### config.mk
export PLATFORM = sky130hd
export DESIGN_NAME = fesq_host
export DESIGN_NICKNAME = d
export VERILOG_FILES = /design/src/inc/fesq_pkg.sv /design/src/inc/fesq_if.sv /design/src/logic/fesq_bus.sv /design/src/logic/fesq_host.sv
export VERILOG_INCLUDE_DIRS = /design/src /design/src/inc
export SDC_FILE = /design/constraint.sdc
export NUM_CORES = 1
export LEC_CHECK = 0
export BUFFER_PORTS_ARGS = -buffer_cell sky130_fd_sc_hd__buf_2
export CORE_ASPECT_RATIO = 1.1
export CORE_MARGIN = 2
export CORE_UTILIZATION = 41
export CTS_BUF_LIST = sky130_fd_sc_hd__clkbuf_4 sky130_fd_sc_hd__clkbuf_8 sky130_fd_sc_hd__clkbuf_16
export CTS_CLUSTER_DIAMETER = 200
export DETAILED_ROUTE_END_ITERATION = 6
export GPL_ROUTABILITY_DRIVEN = 0
export SKIP_LAST_GASP = 1
export SLEW_MARGIN = 20
export SYNTH_ARGS = -nofsm -noshare
export SYNTH_HDL_FRONTEND = slang
export SYNTH_SLANG_ARGS = --single-unit
### constraint.sdc
create_clock -name i_clk -period 8.44 [get_ports i_clk]
set_input_delay 0.422 -clock i_clk [delete_from_list [all_inputs] [get_ports i_clk]]
set_output_delay 0.422 -clock i_clk [all_outputs]
set_load 0.1 [all_outputs]
### src/inc/fesq_map.svh
`ifndef FESQ_MAP_SVH
`define FESQ_MAP_SVH

// ====================================================================
// software register offsets
`define FESQ_REG_CMD   5'h00
`define FESQ_REG_ADDR  5'h04
`define FESQ_REG_DATA  5'h08
`define FESQ_REG_COUNT 5'h0C
`define FESQ_REG_BUF   5'h10
`define FESQ_REG_STAT  5'h14
`define FESQ_REG_CTRL  5'h18

// ====================================================================
// flash command codes
`define FESQ_CMD_ERASE_SETUP 8'h20
`define FESQ_CMD_CHIP_SETUP  8'h30
`define FESQ_CMD_PROG_SETUP  8'h40
`define FESQ_CMD_PROG_ALT    8'h10
`define FESQ_CMD_BUF_SETUP   8'hE8
`define FESQ_CMD_CONFIRM     8'hD0
`define FESQ_CMD_CLR_STATUS  8'h50

// ====================================================================
// bit positions and buffer depth
`define FESQ_SR_READY      7
`define FESQ_SR_ERASE_ERR  5
`define FESQ_SR_PROG_ERR   4
`define FESQ_XSR_BUF_AVAIL 7
`define FESQ_ST_DONE       16
`define FESQ_ST_REFUSED    17
`define FESQ_ST_STS        18
`define FESQ_ST_BUSY       19
`define FESQ_CTRL_WP       0
`define FESQ_CTRL_ALT      1
`define FESQ_BUF_WORDS     16

// ====================================================================
// bus timing
`define FESQ_CLK_NS      20
`define FESQ_T_WSETUP_NS 20
`define FESQ_T_WP_NS     60
`define FESQ_T_WREC_NS   40
`define FESQ_T_ACC_NS    100
`define FESQ_SYNC_CYC    2
`define FESQ_WSETUP_CYC  ((`FESQ_T_WSETUP_NS + `FESQ_CLK_NS - 1) / `FESQ_CLK_NS)
`define FESQ_WP_CYC      ((`FESQ_T_WP_NS + `FESQ_CLK_NS - 1) / `FESQ_CLK_NS)
`define FESQ_WREC_CYC    ((`FESQ_T_WREC_NS + `FESQ_CLK_NS - 1) / `FESQ_CLK_NS)
`define FESQ_RD_CYC      ((`FESQ_T_ACC_NS + `FESQ_CLK_NS - 1) / `FESQ_CLK_NS + `FESQ_SYNC_CYC)

`endif

### src/inc/fesq_pkg.sv
package fesq_pkg;
  typedef enum logic [2:0] {
    FESQ_OP_NONE, FESQ_OP_ERASE_BLK, FESQ_OP_ERASE_CHIP, FESQ_OP_PROG, FESQ_OP_BUF, FESQ_OP_CLR
  } fesq_op_e;
  typedef enum logic [3:0] {
    S_IDLE, S_W1, S_W2, S_XSET, S_XRD, S_CNT, S_LOAD, S_CONF, S_POLL
  } fesq_st_e;
  typedef enum logic [2:0] {
    B_IDLE, B_WSET, B_WPUL, B_WREC, B_RACC
  } fesq_bst_e;
  typedef logic [15:0] fesq_word_t;
endpackage : fesq_pkg

### src/inc/fesq_if.sv
`timescale 1ns/100ps
interface fesq_if;
  logic        req;
  logic        wr;
  logic [20:0] addr;
  logic [15:0] wdata;
  logic [15:0] rdata;
  logic        ack;
  modport mst (output req, wr, addr, wdata, input rdata, ack);
  modport slv (input req, wr, addr, wdata, output rdata, ack);
endinterface : fesq_if

### src/logic/fesq_bus.sv
`timescale 1ns/100ps
`include "fesq_map.svh"
module fesq_bus import fesq_pkg::*; (
  // clock and reset
  input  wire logic        i_clk,
  input  wire logic        i_reset,
  // cycle requests
  fesq_if.slv              bus,
  // flash pins
  output logic      [20:0] o_fl_addr,
  input  wire logic [15:0] i_fl_dq,
  output logic      [15:0] o_fl_dq,
  output logic             o_fl_dq_oe,
  output logic             o_fl_ce_n,
  output logic             o_fl_we_n,
  output logic             o_fl_oe_n
);
  // ==================================================================
  // state
  fesq_bst_e  st_q;
  logic [2:0] cnt_q;
  fesq_word_t dq_m_q;
  fesq_word_t dq_s_q;
  fesq_word_t rdata_q;
  logic       ack_q;
  wire        cnt_zero = (cnt_q == 3'h0);

  assign bus.rdata = rdata_q;
  assign bus.ack   = ack_q;

  // ==================================================================
  // pin data synchroniser, read access covers its two stages
  always_ff @(posedge i_clk or posedge i_reset) begin
    if (i_reset) begin
      dq_m_q <= 16'h0000;
      dq_s_q <= 16'h0000;
    end else begin
      dq_m_q <= i_fl_dq;
      dq_s_q <= dq_m_q;
    end
  end

  // ==================================================================
  // write and read cycle sequencer
  always_ff @(posedge i_clk or posedge i_reset) begin
    if (i_reset) begin
      st_q       <= B_IDLE;
      cnt_q      <= 3'h0;
      ack_q      <= 1'b0;
      rdata_q    <= 16'h0000;
      o_fl_addr  <= 21'h000000;
      o_fl_dq    <= 16'h0000;
      o_fl_dq_oe <= 1'b0;
      o_fl_ce_n  <= 1'b1;
      o_fl_we_n  <= 1'b1;
      o_fl_oe_n  <= 1'b1;
    end else begin
      ack_q <= 1'b0;
      case (st_q)
        B_IDLE: begin
          if (bus.req) begin
            o_fl_addr <= bus.addr;
            o_fl_dq   <= bus.wdata;
            o_fl_ce_n <= 1'b0;
            if (bus.wr) begin
              o_fl_dq_oe <= 1'b1;
              cnt_q      <= 3'(`FESQ_WSETUP_CYC - 1);
              st_q       <= B_WSET;
            end else begin
              o_fl_oe_n <= 1'b0;
              cnt_q     <= 3'(`FESQ_RD_CYC - 1);
              st_q      <= B_RACC;
            end
          end
        end
        B_WSET: begin
          cnt_q <= cnt_q - 3'h1;
          if (cnt_zero) begin
            o_fl_we_n <= 1'b0;
            cnt_q     <= 3'(`FESQ_WP_CYC - 1);
            st_q      <= B_WPUL;
          end
        end
        B_WPUL: begin
          // address and data are taken by the flash on this rising edge
          cnt_q <= cnt_q - 3'h1;
          if (cnt_zero) begin
            o_fl_we_n <= 1'b1;
            cnt_q     <= 3'(`FESQ_WREC_CYC - 1);
            st_q      <= B_WREC;
          end
        end
        B_WREC: begin
          cnt_q <= cnt_q - 3'h1;
          if (cnt_zero) begin
            o_fl_ce_n  <= 1'b1;
            o_fl_dq_oe <= 1'b0;
            ack_q      <= 1'b1;
            st_q       <= B_IDLE;
          end
        end
        B_RACC: begin
          cnt_q <= cnt_q - 3'h1;
          if (cnt_zero) begin
            rdata_q   <= dq_s_q;
            o_fl_oe_n <= 1'b1;
            o_fl_ce_n <= 1'b1;
            ack_q     <= 1'b1;
            st_q      <= B_IDLE;
          end
        end
        default: st_q <= B_IDLE;
      endcase
    end
  end
endmodule : fesq_bus

### src/logic/fesq_host.sv
`timescale 1ns/100ps
`include "fesq_map.svh"
module fesq_host import fesq_pkg::*; (
  // clock and reset
  input  wire logic        i_clk,
  input  wire logic        i_reset,
  // software port
  input  wire logic [4:0]  i_addr,
  input  wire logic [31:0] i_wdata,
  input  wire logic        i_wr,
  input  wire logic        i_rd,
  output logic      [31:0] o_rdata,
  // flash pins
  output logic      [20:0] o_fl_addr,
  input  wire logic [15:0] i_fl_dq,
  output logic      [15:0] o_fl_dq,
  output logic             o_fl_dq_oe,
  output logic             o_fl_ce_n,
  output logic             o_fl_we_n,
  output logic             o_fl_oe_n,
  output logic             o_fl_wp_n,
  input  wire logic        i_fl_sts
);
  // ==================================================================
  // state
  fesq_st_e   st_q;
  fesq_op_e   op_q;
  logic [20:0] addr_q;
  fesq_word_t data_q;
  logic [3:0] cnt_q;
  fesq_word_t buf_q [`FESQ_BUF_WORDS];
  logic [3:0] bptr_q;
  logic [3:0] idx_q;
  logic       issued_q;
  logic [7:0] fsr_q;
  logic [7:0] xsr_q;
  logic [7:0] retry_q;
  logic [1:0] ctrl_q;
  logic       done_q;
  logic       refused_q;
  logic       sts_m_q;
  logic       sts_s_q;

  fesq_if u_bus_if ();

  // ==================================================================
  // software decode
  wire       busy      = (st_q != S_IDLE);
  wire       wr_cmd    = i_wr && (i_addr == `FESQ_REG_CMD);
  wire       wr_cfg    = i_wr && !busy;
  wire       wr_stat   = i_wr && (i_addr == `FESQ_REG_STAT);
  fesq_op_e  op_in;
  assign op_in = fesq_op_e'(i_wdata[2:0]);
  wire       op_ok     = (op_in != FESQ_OP_NONE) && (i_wdata[2:0] <= 3'(FESQ_OP_CLR));
  wire       err_set   = fsr_q[`FESQ_SR_PROG_ERR] || fsr_q[`FESQ_SR_ERASE_ERR];
  wire       start     = wr_cmd && !busy && op_ok;
  wire       refuse    = start && (op_in == FESQ_OP_BUF) && err_set;
  wire [31:0] stat_word = {12'h000, busy, sts_s_q, refused_q, done_q, xsr_q, fsr_q};
  wire [31:0] rd_mux =
    (i_addr == `FESQ_REG_CMD)   ? {28'h0000000, busy, op_q} :
    (i_addr == `FESQ_REG_ADDR)  ? {11'h000, addr_q} :
    (i_addr == `FESQ_REG_DATA)  ? {16'h0000, data_q} :
    (i_addr == `FESQ_REG_COUNT) ? {16'h0000, retry_q, 4'h0, cnt_q} :
    (i_addr == `FESQ_REG_BUF)   ? {28'h0000000, bptr_q} :
    (i_addr == `FESQ_REG_STAT)  ? stat_word :
    (i_addr == `FESQ_REG_CTRL)  ? {30'h00000000, ctrl_q} : 32'h00000000;

  // ==================================================================
  // flash bus request selection
  wire       bus_state = busy;
  wire       bus_req   = bus_state && !issued_q;
  wire       bus_wr    = (st_q != S_XRD) && (st_q != S_POLL);
  wire       bus_ack   = u_bus_if.ack;
  wire [15:0] bus_rdata = u_bus_if.rdata;
  wire [7:0] prog_code = ctrl_q[`FESQ_CTRL_ALT] ? `FESQ_CMD_PROG_ALT : `FESQ_CMD_PROG_SETUP;
  wire [7:0] setup_code =
    (op_q == FESQ_OP_ERASE_BLK)  ? `FESQ_CMD_ERASE_SETUP :
    (op_q == FESQ_OP_ERASE_CHIP) ? `FESQ_CMD_CHIP_SETUP :
    (op_q == FESQ_OP_PROG)       ? prog_code : `FESQ_CMD_CLR_STATUS;
  wire [20:0] bus_addr = (st_q == S_LOAD) ? addr_q + {17'h00000, idx_q} : addr_q;
  wire [15:0] bus_wdata =
    (st_q == S_W1)                            ? {8'h00, setup_code} :
    (st_q == S_W2 && op_q == FESQ_OP_PROG)    ? data_q :
    (st_q == S_XSET)                          ? {8'h00, `FESQ_CMD_BUF_SETUP} :
    (st_q == S_CNT)                           ? {12'h000, cnt_q} :
    (st_q == S_LOAD)                          ? buf_q[idx_q] : {8'h00, `FESQ_CMD_CONFIRM};
  wire       poll_ok   = (st_q == S_POLL) && bus_ack && bus_rdata[`FESQ_SR_READY];
  wire       set_done  = poll_ok || (st_q == S_W1 && bus_ack && op_q == FESQ_OP_CLR);

  assign u_bus_if.req   = bus_req;
  assign u_bus_if.wr    = bus_wr;
  assign u_bus_if.addr  = bus_addr;
  assign u_bus_if.wdata = bus_wdata;
  assign o_fl_wp_n      = ctrl_q[`FESQ_CTRL_WP];

  fesq_bus u_bus (
    .i_clk      (i_clk),
    .i_reset    (i_reset),
    .bus        (u_bus_if),
    .o_fl_addr  (o_fl_addr),
    .i_fl_dq    (i_fl_dq),
    .o_fl_dq    (o_fl_dq),
    .o_fl_dq_oe (o_fl_dq_oe),
    .o_fl_ce_n  (o_fl_ce_n),
    .o_fl_we_n  (o_fl_we_n),
    .o_fl_oe_n  (o_fl_oe_n)
  );

  // ==================================================================
  // software registers; sticky flags let a set beat a clear
  always_ff @(posedge i_clk or posedge i_reset) begin
    if (i_reset) begin
      addr_q    <= 21'h000000;
      data_q    <= 16'h0000;
      cnt_q     <= 4'h0;
      bptr_q    <= 4'h0;
      ctrl_q    <= 2'h0;
      done_q    <= 1'b0;
      refused_q <= 1'b0;
      o_rdata   <= 32'h00000000;
      sts_m_q   <= 1'b0;
      sts_s_q   <= 1'b0;
    end else begin
      sts_m_q   <= i_fl_sts;
      sts_s_q   <= sts_m_q;
      o_rdata   <= i_rd ? rd_mux : 32'h00000000;
      if (wr_cfg && i_addr == `FESQ_REG_ADDR) addr_q <= i_wdata[20:0];
      if (wr_cfg && i_addr == `FESQ_REG_DATA) data_q <= i_wdata[15:0];
      if (wr_cfg && i_addr == `FESQ_REG_COUNT) begin
        cnt_q  <= i_wdata[3:0];
        bptr_q <= 4'h0;
      end
      if (wr_cfg && i_addr == `FESQ_REG_BUF) bptr_q <= bptr_q + 4'h1;
      if (wr_cfg && i_addr == `FESQ_REG_CTRL) ctrl_q <= i_wdata[1:0];
      done_q    <= set_done || (done_q && !(wr_stat && i_wdata[`FESQ_ST_DONE]));
      refused_q <= refuse || (refused_q && !(wr_stat && i_wdata[`FESQ_ST_REFUSED]));
    end
  end

  // buffer words kept without reset, loaded by software before use
  always_ff @(posedge i_clk) begin
    if (wr_cfg && i_addr == `FESQ_REG_BUF) begin
      buf_q[bptr_q] <= i_wdata[15:0];
    end
  end

  // ==================================================================
  // command sequencer
  always_ff @(posedge i_clk or posedge i_reset) begin
    if (i_reset) begin
      st_q     <= S_IDLE;
      op_q     <= FESQ_OP_NONE;
      idx_q    <= 4'h0;
      issued_q <= 1'b0;
      fsr_q    <= 8'h00;
      xsr_q    <= 8'h00;
      retry_q  <= 8'h00;
    end else begin
      if (bus_req) issued_q <= 1'b1;
      if (bus_ack) issued_q <= 1'b0;
      case (st_q)
        S_IDLE: begin
          if (start && !refuse) begin
            op_q    <= op_in;
            idx_q   <= 4'h0;
            retry_q <= 8'h00;
            st_q    <= (op_in == FESQ_OP_BUF) ? S_XSET : S_W1;
          end
        end
        S_W1: if (bus_ack) begin
          if (op_q == FESQ_OP_CLR) begin
            fsr_q <= 8'h00;
            st_q  <= S_IDLE;
          end else begin
            st_q <= S_W2;
          end
        end
        S_W2: if (bus_ack) st_q <= S_POLL;
        S_XSET: if (bus_ack) st_q <= S_XRD;
        S_XRD: if (bus_ack) begin
          xsr_q <= bus_rdata[7:0];
          if (bus_rdata[`FESQ_XSR_BUF_AVAIL]) begin
            st_q <= S_CNT;
          end else begin
            // setup was ignored by the flash, so it is sent again
            retry_q <= retry_q + 8'h01;
            st_q    <= S_XSET;
          end
        end
        S_CNT: if (bus_ack) st_q <= S_LOAD;
        S_LOAD: if (bus_ack) begin
          idx_q <= idx_q + 4'h1;
          if (idx_q == cnt_q) st_q <= S_CONF;
        end
        S_CONF: if (bus_ack) st_q <= S_POLL;
        S_POLL: if (bus_ack) begin
          // status reads repeat until ready; errors only taken as final then
          fsr_q <= bus_rdata[7:0];
          if (bus_rdata[`FESQ_SR_READY]) st_q <= S_IDLE;
        end
        default: st_q <= S_IDLE;
      endcase
    end
  end

  // ==================================================================
  // checks
  AST_ERASE_CONFIRM: assert property (@(posedge i_clk) disable iff (i_reset)
    (st_q == S_W1 && bus_ack && op_q == FESQ_OP_ERASE_BLK) |=>
      (bus_req && st_q == S_W2 && bus_wdata == {8'h00, `FESQ_CMD_CONFIRM} && bus_addr == addr_q))
    else $error("block erase confirm missing");
  AST_CHIP_CONFIRM: assert property (@(posedge i_clk) disable iff (i_reset)
    (bus_req && st_q == S_W1 && op_q == FESQ_OP_ERASE_CHIP) |->
      (bus_wdata == {8'h00, `FESQ_CMD_CHIP_SETUP}) ##[1:30] (bus_req && bus_wdata == {8'h00, `FESQ_CMD_CONFIRM}))
    else $error("chip erase not setup then confirm");
  AST_PROG_DATA: assert property (@(posedge i_clk) disable iff (i_reset)
    (bus_req && st_q == S_W2 && op_q == FESQ_OP_PROG) |-> (bus_wr && bus_wdata == data_q && bus_addr == addr_q))
    else $error("program data write wrong");
  AST_XSR_RETRY: assert property (@(posedge i_clk) disable iff (i_reset)
    (st_q == S_XRD && bus_ack && !bus_rdata[`FESQ_XSR_BUF_AVAIL]) |=>
      (st_q == S_XSET && bus_req && bus_wdata == {8'h00, `FESQ_CMD_BUF_SETUP}))
    else $error("buffer setup not repeated");
  AST_COUNT_WRITE: assert property (@(posedge i_clk) disable iff (i_reset)
    (st_q == S_XRD && bus_ack && bus_rdata[`FESQ_XSR_BUF_AVAIL]) |=>
      (bus_req && st_q == S_CNT && bus_wdata == {12'h000, cnt_q}))
    else $error("count write wrong");
  AST_LOAD_RANGE: assert property (@(posedge i_clk) disable iff (i_reset)
    (bus_req && st_q == S_LOAD) |-> (bus_addr >= addr_q && bus_addr <= addr_q + {17'h00000, cnt_q}))
    else $error("buffer address out of range");
  AST_BUF_REFUSE: assert property (@(posedge i_clk) disable iff (i_reset)
    refuse |=> (st_q == S_IDLE && refused_q && !bus_req))
    else $error("buffered program not refused");
  AST_POLL_READY: assert property (@(posedge i_clk) disable iff (i_reset)
    ($rose(done_q) && op_q != FESQ_OP_CLR) |-> $past(poll_ok))
    else $error("done without ready status");
endmodule : fesq_host

* Word-level counts from Yosys, hierarchy flattened *
Memories as Yosys holds them, arrays and structs flattened.
Cells that the tools add are included.

operators by class
  add/subtract/negate cells = 5
  equal/unequal tests = 46
  multiplexer cells = 73
  magnitude comparators = 1
  reduce and logical (&&, ||, !) cells = 66

operators by type and width
  operator                                                                 number
  21-bit two-way mux                                                       4
  16-bit two-way mux                                                       5
  20-bit two-way mux                                                       4
  4-bit two-way mux                                                        14
  8-bit two-way mux                                                        6
  4-bit one-hot mux with 8 select lines                                    1
  8-bit one-hot mux with 2 select lines                                    2
  3-bit two-way mux                                                        10
  2-bit by 1-bit inequality test with 1-bit output, second input constant  15
  7-bit two-way mux                                                        4
  1-bit logical AND                                                        25
  3-bit one-hot mux with 4 select lines                                    2
  21-bit by 4-bit adder with 21-bit output                                 1
  4-bit AND reduction                                                      5
  2-bit nonzero test                                                       9
  4-bit by 3-bit equality test with 1-bit output, second input constant    4
  5-bit equality test, second input constant                               3
  1-bit two-way mux                                                        13
  3-bit by 2-bit equality test with 1-bit output, second input constant    4
  5-bit by 4-bit equality test with 1-bit output, second input constant    2
  2-bit inequality test, second input constant                             5
  10-bit AND reduction                                                     1
  2-bit AND reduction                                                      5
  3-bit equality test, second input constant                               3
  24 further kinds                                                         44

storage, ports and cells
  memories = 1
  flip-flop bits (word level) = 180
  bits in writable memories = 256
  bits of input ports = 58
  output and inout bits = 74
  word-level logic and storage cells = 221

memory list
  name   words  width  read ports  clocked after memory_dff  write ports  RTL line         RTL
  buf_q  16     16     1           0                         1            fesq_host.sv:31  fesq_word_t buf_q [`FESQ_BUF_WORDS];

* Depth between registers and ports, before layout *
Gate-level depths: netlist (run 1).

  depth in word-level cells = 10
  depth in mapped cells = 10
  depth with buffers taken out = 9

* Hierarchy *
A second synthesis (run 1) with hierarchy kept.

second synthesis, totals
  cells, all modules = 1,231
  area total of the unflattened synthesis = 19,247.2 um^2

modules (own cells, without submodules)
  module     area each (um^2)  instances  cells an instance  seq. area each (um^2)
  fesq_host  15,785.1          1          1,009              10,390.0
  fesq_bus   3,462.1           1          222                2,406.1

* Worst setup path after synthesis (run 1) *
OpenSTA, ideal clock, no wires.

  path kind = flip-flop to flip-flop
  start = register idx_q[1]
  end = register u_bus.o_fl_addr[20]
  stages on the path, launching flop included = 11
  period minus slack after synthesis = 2,511 ps
  buffers on the path = 2
  data required time = 8,311 ps
  arrival = 2,382 ps
  slack = 5,929 ps
  library setup time = 129 ps
  cells stage by stage = dfrtp_1 buf_2 buf_2 inv_1 fa_1 nor2b_1 o21ai_0 a2111o_1 nor3_1 xnor2_1 o21ai_1

between the ends
  cells in the longest elaborated chain, start to end = 2

RTL lines
  element                                   RTL line          RTL
  start: declaration                        fesq_host.sv:33   logic [3:0] idx_q;
  start signal: assignment                  fesq_host.sv:192  idx_q <= idx_q + 4'h1;
  21-bit by 4-bit adder with 21-bit output  fesq_host.sv:80   wire [20:0] bus_addr = (st_q == S_LOAD) ? addr_q + {17'h00000, idx_q} : addr_q;
  21-bit two-way mux                        fesq_host.sv:80
  end signal: assignment                    fesq_bus.sv:62    o_fl_addr <= bus.addr;
  end: declaration                          fesq_bus.sv:10    output logic [20:0] o_fl_addr,

No other way between the ends.
A chain may end at the register's enable or synchronous reset.

* Worst setup path after layout (run 1) *
  start = register st_q[3]
  end = memory buf_q[7][6] (netlist bit) (enable)

between the ends
  cells in the longest elaborated chain, start to end = 6

RTL lines
  element                                  RTL line          RTL
  start: declaration                       fesq_host.sv:26   fesq_st_e st_q;
  start signal: assignment                 fesq_host.sv:167  st_q <= (op_in == FESQ_OP_BUF) ? S_XSET : S_W1;
  4-bit nonzero test                       fesq_host.sv:48   wire busy = (st_q != S_IDLE);
  1-bit zero test                          fesq_host.sv:50   wire wr_cfg = i_wr && !busy;
  1-bit logical AND                        fesq_host.sv:50
  1-bit logical AND (no line)              n/a
  1-bit two-way mux                        fesq_host.sv:142  if (wr_cfg && i_addr == `FESQ_REG_BUF) begin
  1-bit two-way mux (implied by the code)  fesq_host.sv:143  buf_q[bptr_q] <= i_wdata[15:0];
  end: declaration                         fesq_host.sv:31

No other way between the ends.

==> run_results.csv, run 1 <==
group,metric,value,unit
status,status,"complete, but fails checks",
status,violations,"hold timing",
critical_path,critPathKind,"flop to flop",
detailed_routing,drtAntennaViolNets,0,
cts,cts.clk_slew.worst_paths,0.06,ns
cts,clockBufferDepth,3,
yosys,yosysTopAreaCellShare,41.67,%
place,dp_cells,1895,
detailed_routing,vias,10952,
cells_and_area,nNetsFinal,1441,
detailed_routing,first_pass_iters,6,
cts,cts_tree,"built",
sta,slew_viol_final,0,
sta,final_hold_viol_count,3,
critical_path,crit_slowest_cell,"and2_1",
detailed_routing,routed_via_density,5.517,
cells_and_area,diodes,0,
die,rows,81,
yosys,synth.distinct_cells,70,
detailed_routing,drt_iter0_markers,906,
sta,maxSlewHeadroom,26.51,%
critical_path,crit_required,8.60,ns
yosys,synth-main-ff-cell,"edfxtp_1",
cts,cts_inserted_buffers,45,
critical_path,cp_num_buf_inv,0,
die,die-height,226.5,um
die,core_area,44490,um2
power_and_ir_drop,power,6743,uW
die,io_pins,132,
detailed_routing,drc,0,
cells_and_area,drive_gt1_share,24.22,%
global_route,grt.overflow.total,0,
cells_and_area,area_growth,13.72,%
sta,fin_crit,3.590,ns
yosys,yosys-top-cells-count,"256 x edfxtp_1, 177 x dfrtp_1, 114 x nand2_1",
yosys,ys_async_sr_fraction,41.28,%
critical_path,critPathArrivalTime,3.75,ns
die,initial_utilization,41.47,%
yosys,synthCells,1268,
die,dieArea,46710,um2
hold_path,hold_class,"input port to asynchronous set/reset pin",
cts,clock-root-buffer,"clkbuf_16",
global_route,antenna_found_initial,4,
global_route,grt_pass1_wl,68610,um
cts,htree_num_levels,2,
sta,rsz0062_at_grt,"no",
die,die_w,206.3,um
yosys,synth_edf_count,256,
sta,tightest_slew,1.102,ns
detailed_routing,wl_per_cell,23.02,um
cells_and_area,seq_area,12200,um2
global_route,first_global_vias,11114,
critical_path,path_delay_family,"simple AND/OR/NAND/NOR gates",
cts,clk_latency,0.56,ns
power_and_ir_drop,leakagePower,0.008208,uW
cells_and_area,final_cells,1985,
sta,finalSetupTns,0,ns
cts,cts_sinks,436,
yosys,netlist_area,18450,um2
critical_path,worstSetupEndpointType,"flop",
sta,period_share,42.53,%
cells_and_area,fillers,3871,
yosys,syn_avg_cell_area,14.55,um2
sta,fmax,278.6,MHz
detailed_routing,wl,45700,um
global_route,grt_max_degree,114,
critical_path,cp-start-kind,"flop",
flow_run,cap_violations,0,
cts,cts_resized,0,
sta,hold_slack,-0.01593,ns
place,place_hpwl,29350,um
critical_path,cp_cell_sequence,"nor4_2 -> nand4_1 -> nor3_1 -> and2_1",
critical_path,critPathMaxFanout,21,
place,port_buffers,101,
critical_path,max_stage_delay,0.90,ns
yosys,netlist.top_cell.by_area,"edfxtp_1",
cells_and_area,multiInputGateArea,5851,um2
yosys,yosysSeqAreaShare,66.10,%
power_and_ir_drop,power_density,321.4,nW/um2
power_and_ir_drop,peakVddDrop,0.1446,mV
yosys,synth_area_leaders,"edfxtp_1 42%, dfrtp_1 24%, mux4_2 7.2%",
yosys,yosysMostFrequentCell,"edfxtp_1",
sta,setup_viol,0,
yosys,yosys_register_bits,436,
sta,skew,0.02510,ns
global_route,track_usage,19.86,%
cells_and_area,final_util,47.16,%
yosys,yosys_warnings,0,
worst register-to-register path: cells and delay by family (launching register included):
kind             cells  cell delay (ns)
and+or+nand+nor      4             2.57
DFF                  1             0.62
report_power, final:
part | switching, uW | internal [uW]
registers | 314 | 2450
logic | 1360 | 680
clock network | 803 | 1130
total | 2480 | 4260
area by class of cell:
cell class                 count  share of cell area [%]
sequential                   436                   58.16
multi-input combinational    745                   27.89
clock buffer                  60                   5.964
tap                          581                   3.465
timing repair buffer         122                   3.304
clock inverter                21                  0.8290
inverter                      20                  0.3936
placed cells by master (no fill, tap or decap), types with 19 or more instances in the layout:
master	synthesis	final
a21oi_1	30	30
mux2i_1	27	27
clkbuf_16	0	45
mux4_2	59	59
nor2_1	72	72
xnor2_1	19	19
nand3_1	35	35
buf_2	27	101
inv_1	20	19
edfxtp_1	256	256
nor3_1	19	19
nand2_1	114	113
o21ai_0	57	57
dfrtp_1	177	174
mux2_2	74	74
final timing paths:
path                             startpoint                  end  slack, ns  cells after the start
worst max-delay path                st_q[3]          buf_q[7][6]       4.85                      4
worst min-delay path                i_reset  u_bus.o_fl_addr[10]      -0.02                      2
worst max register to register      st_q[3]          buf_q[7][6]       4.85                      4
worst min register to register      sts_m_q              sts_s_q       0.35                      0
max in group asynchronous           i_reset   u_bus.bus.rdata[4]       7.11                      3
min in group i_clk              i_wdata[20]           addr_q[20]       0.10                      2
metal layers:
metal / up-vias / part of all wire (%) / GRT usage, %
met5: - / 0.090 / 0
met4: 6 / 3.3 / 7.189
met3: 85 / 5.1 / 3.047
met2: 301 / 50 / 33.68
met1: 5600 / 41 / 25.92
li1: 4960 / - / -
timing repair:
| item | in CTS | in global routing |
|---|---|---|
| hold buffers | 9 | 0 |
| buffers inserted | 0 | 0 |
| hold endpoints to repair | 9 | 0 |
per-stage QoR:
| stage | instance area, um2 | hold WS, ns | setup WS (ns) |
|---|---|---|---|
| after floorplan | 18490 | 0.3312 | 3.136 |
| after global placement | 19440 | 0.3412 | 4.924 |
| after detailed placement | 19450 | 0.3347 | 4.807 |
| after CTS | 20970 | 0.04215 | 4.800 |
| after global routing | 20980 | 0.05653 | 4.630 |
| final | 20980 | -0.01593 | 4.850 |
sequential cells by signal (all words and copies together), names as in the netlist, 8 cells and up:
name and cells:
u_bus.dq_s_q 8, u_bus.dq_m_q 8, o_rdata 21, fsr_q 8, data_q 16, xsr_q 8
u_bus.o_fl_addr 21, addr_q 21, buf_q 256, u_bus.bus.rdata 8, u_bus.o_fl_dq 16, retry_q 8
logic make-up (layout without fill, tap and decap cells):
family          after synthesis  after routing  synth area share, %
other cells                   1             11              0.02033
flops                       436            436                66.10
compound gates              182            182                6.328
fa+ha+maj                    13             13               0.9223
mux                         165            165                13.49
simple gates                341            341                9.108
buf+inv                      97            223                2.462
xor+xnor                     33             33                1.567
Power figures use the tool's default switching activity.
==> inputs of run 2 (changes only) <==
Clock period 8.44 ns to 2.9 ns, I/O delays scaled along.
==> run_results.csv, run 2 (synthesis results as in run 1) <==
group,metric,value,unit
critical_path,rrSetupSlack,0.38,ns
detailed_routing,routed_via_density,5.461,
die,core_area,44490,um2
cts,cts_inserted_buffers,45,
cells_and_area,fillers,3783,
cells_and_area,largest_register,"buf_q",
cts,htree_num_levels,2,
sta,final_hold_viol_count,0,
sta,slew_viol_final,0,
die,rows,81,
sta,skew,0.01881,ns
power_and_ir_drop,leakagePower,0.008584,uW
hold_path,hold_depth,1,
hold_path,hold_class,"input port to flop",
cells_and_area,drive_gt1_share,26.78,%
die,die-height,226.5,um
detailed_routing,first_pass_iters,7,
die,die_w,206.3,um
die,dieArea,46710,um2
sta,finalSetupTns,0,ns
cells_and_area,seq_area,12200,um2
flow_run,cap_violations,0,
global_route,grt_max_degree,109,
cells_and_area,layout_commonest_cell,"edfxtp_1",
cts,post_cts_buffers,0,
sta,fin_crit,2.521,ns
critical_path,reg2reg_depth,9,
cts,cts.clk_slew.worst_paths,0.06,ns
cells_and_area,diodes,0,
global_route,first_global_vias,11492,
cells_and_area,final_util,48.78,%
cells_and_area,layout_common_cells,"256 x edfxtp_1, 174 x dfrtp_1, 113 x nand2_1",
cells_and_area,multiInputGateArea,5839,um2
critical_path,critPathArrivalTime,2.94,ns
critical_path,critPathMaxFanout,5,
cts,ctsHoldBuffers,23,
critical_path,crit_required,3.32,ns
place,port_buffers,101,
sta,period_share,86.94,%
detailed_routing,drc,0,
sta,maxSlewHeadroom,51.73,%
cells_and_area,nNetsFinal,1506,
detailed_routing,wl,46700,um
cells_and_area,largest_reg_flops,256,
cells_and_area,area_growth,17.63,%
critical_path,critPathKind,"flop to flop",
sta,rsz0062_at_grt,"no",
global_route,track_usage,20.28,%
critical_path,cp-start-kind,"flop",
cts,cts_tree,"built",
cts,clockBufferDepth,3,
cts,cts_resized,0,
sta,setup_viol,0,
detailed_routing,vias,11206,
sta,fmax,396.6,MHz
power_and_ir_drop,power_density,922.7,nW/um2
global_route,grt.overflow.total,0,
critical_path,worstSetupEndpointType,"flop",
die,io_pins,132,
detailed_routing,drtAntennaViolNets,0,
place,place_hpwl,31030,um
detailed_routing,drt_iter0_markers,1033,
sta,tightest_slew,0.7241,ns
cts,cts_sinks,436,
status,status,"finished clean",
detailed_routing,wl_per_cell,22.76,um
global_route,grt_pass1_wl,70390,um
power_and_ir_drop,peakVddDrop,0.4470,mV
cts,clock-root-buffer,"clkbuf_16",
global_route,antenna_found_initial,0,
die,initial_utilization,41.47,%
cts,clk_latency,0.56,ns
[run 2: cell types whose count changed in the layout (fill, tap and decap cells not counted), moves of 2 or more]
| cell | change |
|---|---|
| clkinv_1 | -6 |
| and2_2 | -3 |
| clkinvlp_4 | +2 |
| and3_2 | -2 |
| and3_1 | +2 |
| clkbuf_4 | -5 |
| buf_4 | +40 |
| dlygate4sd3_1 | +14 |
| clkbuf_8 | +4 |
| clkinv_2 | +7 |
| buf_12 | +12 |
| and2_1 | +3 |
[run 2: layout make-up]
type / instances / area share [%]
Multi-Input combinational cell: 745 / 26.91
Sequential cell: 436 / 56.23
Clock inverter: 23 / 0.9283
Tap cell: 581 / 3.350
Clock buffer: 60 / 5.962
Inverter: 20 / 0.3632
Timing Repair Buffer: 187 / 6.262
[run 2: worst paths after layout]
kind	start	end
min reg2reg	u_bus.dq_m_q[2]	u_bus.dq_s_q[2]
max	idx_q[0]	u_bus.o_fl_addr[20]
max reg2reg	idx_q[0]	u_bus.o_fl_addr[20]
min in group asynchronous	i_reset	u_bus.bus.ack
min	i_wdata[12]	buf_q[12][12]
max in group asynchronous	i_reset	data_q[13]
[run 2: report_power, final]
group / switching, uW / internal (uW) / total, uW / leakage [uW]
Sequential: 562 / 7140 / 7700 / 0.00468
Clock: 2370 / 3410 / 5780 / 0.000756
Combinational: 4400 / 2140 / 6540 / 0.00315
Total: 7330 / 12700 / 20000 / 0.00858
[run 2: per-stage QoR]
step	total power [uW]	hold WS (ns)	setup WS (ns)	instance area [um2]	std cells
2_1_floorplan	12760	0.1764	0.3890	18490	1278
3_3_place_gp	14280	0.1233	0.4112	19980	1946
3_5_place_dp	14360	0.1187	0.3714	19980	1946
4_1_cts	20190	0.005588	0.3582	21700	2052
5_1_grt	20930	0.02486	0.1505	21700	2052
6_report	20020	0.02659	0.3787	21700	2052
[run 2: routing by layer]
metal | GRT usage, % | share of wire (%) | up-vias
li1 | - | - | 5090
met1 | 26.60 | 42 | 5704
met2 | 33.91 | 49 | 333
met3 | 2.961 | 5.0 | 79
met4 | 8.272 | 3.9 | 0
met5 | 0 | 0 | -
[run 2: worst max-delay path, cell delays in order, from the launching register on]
cell and delay, ns:
dfrtp_4 0.42, ha_1 0.18, inv_1 0.07, fa_1 0.37, nor2b_1 0.16, o21ai_0 0.11
a2111o_1 0.57, nor3_1 0.26, xnor2_1 0.16, o21ai_1 0.09
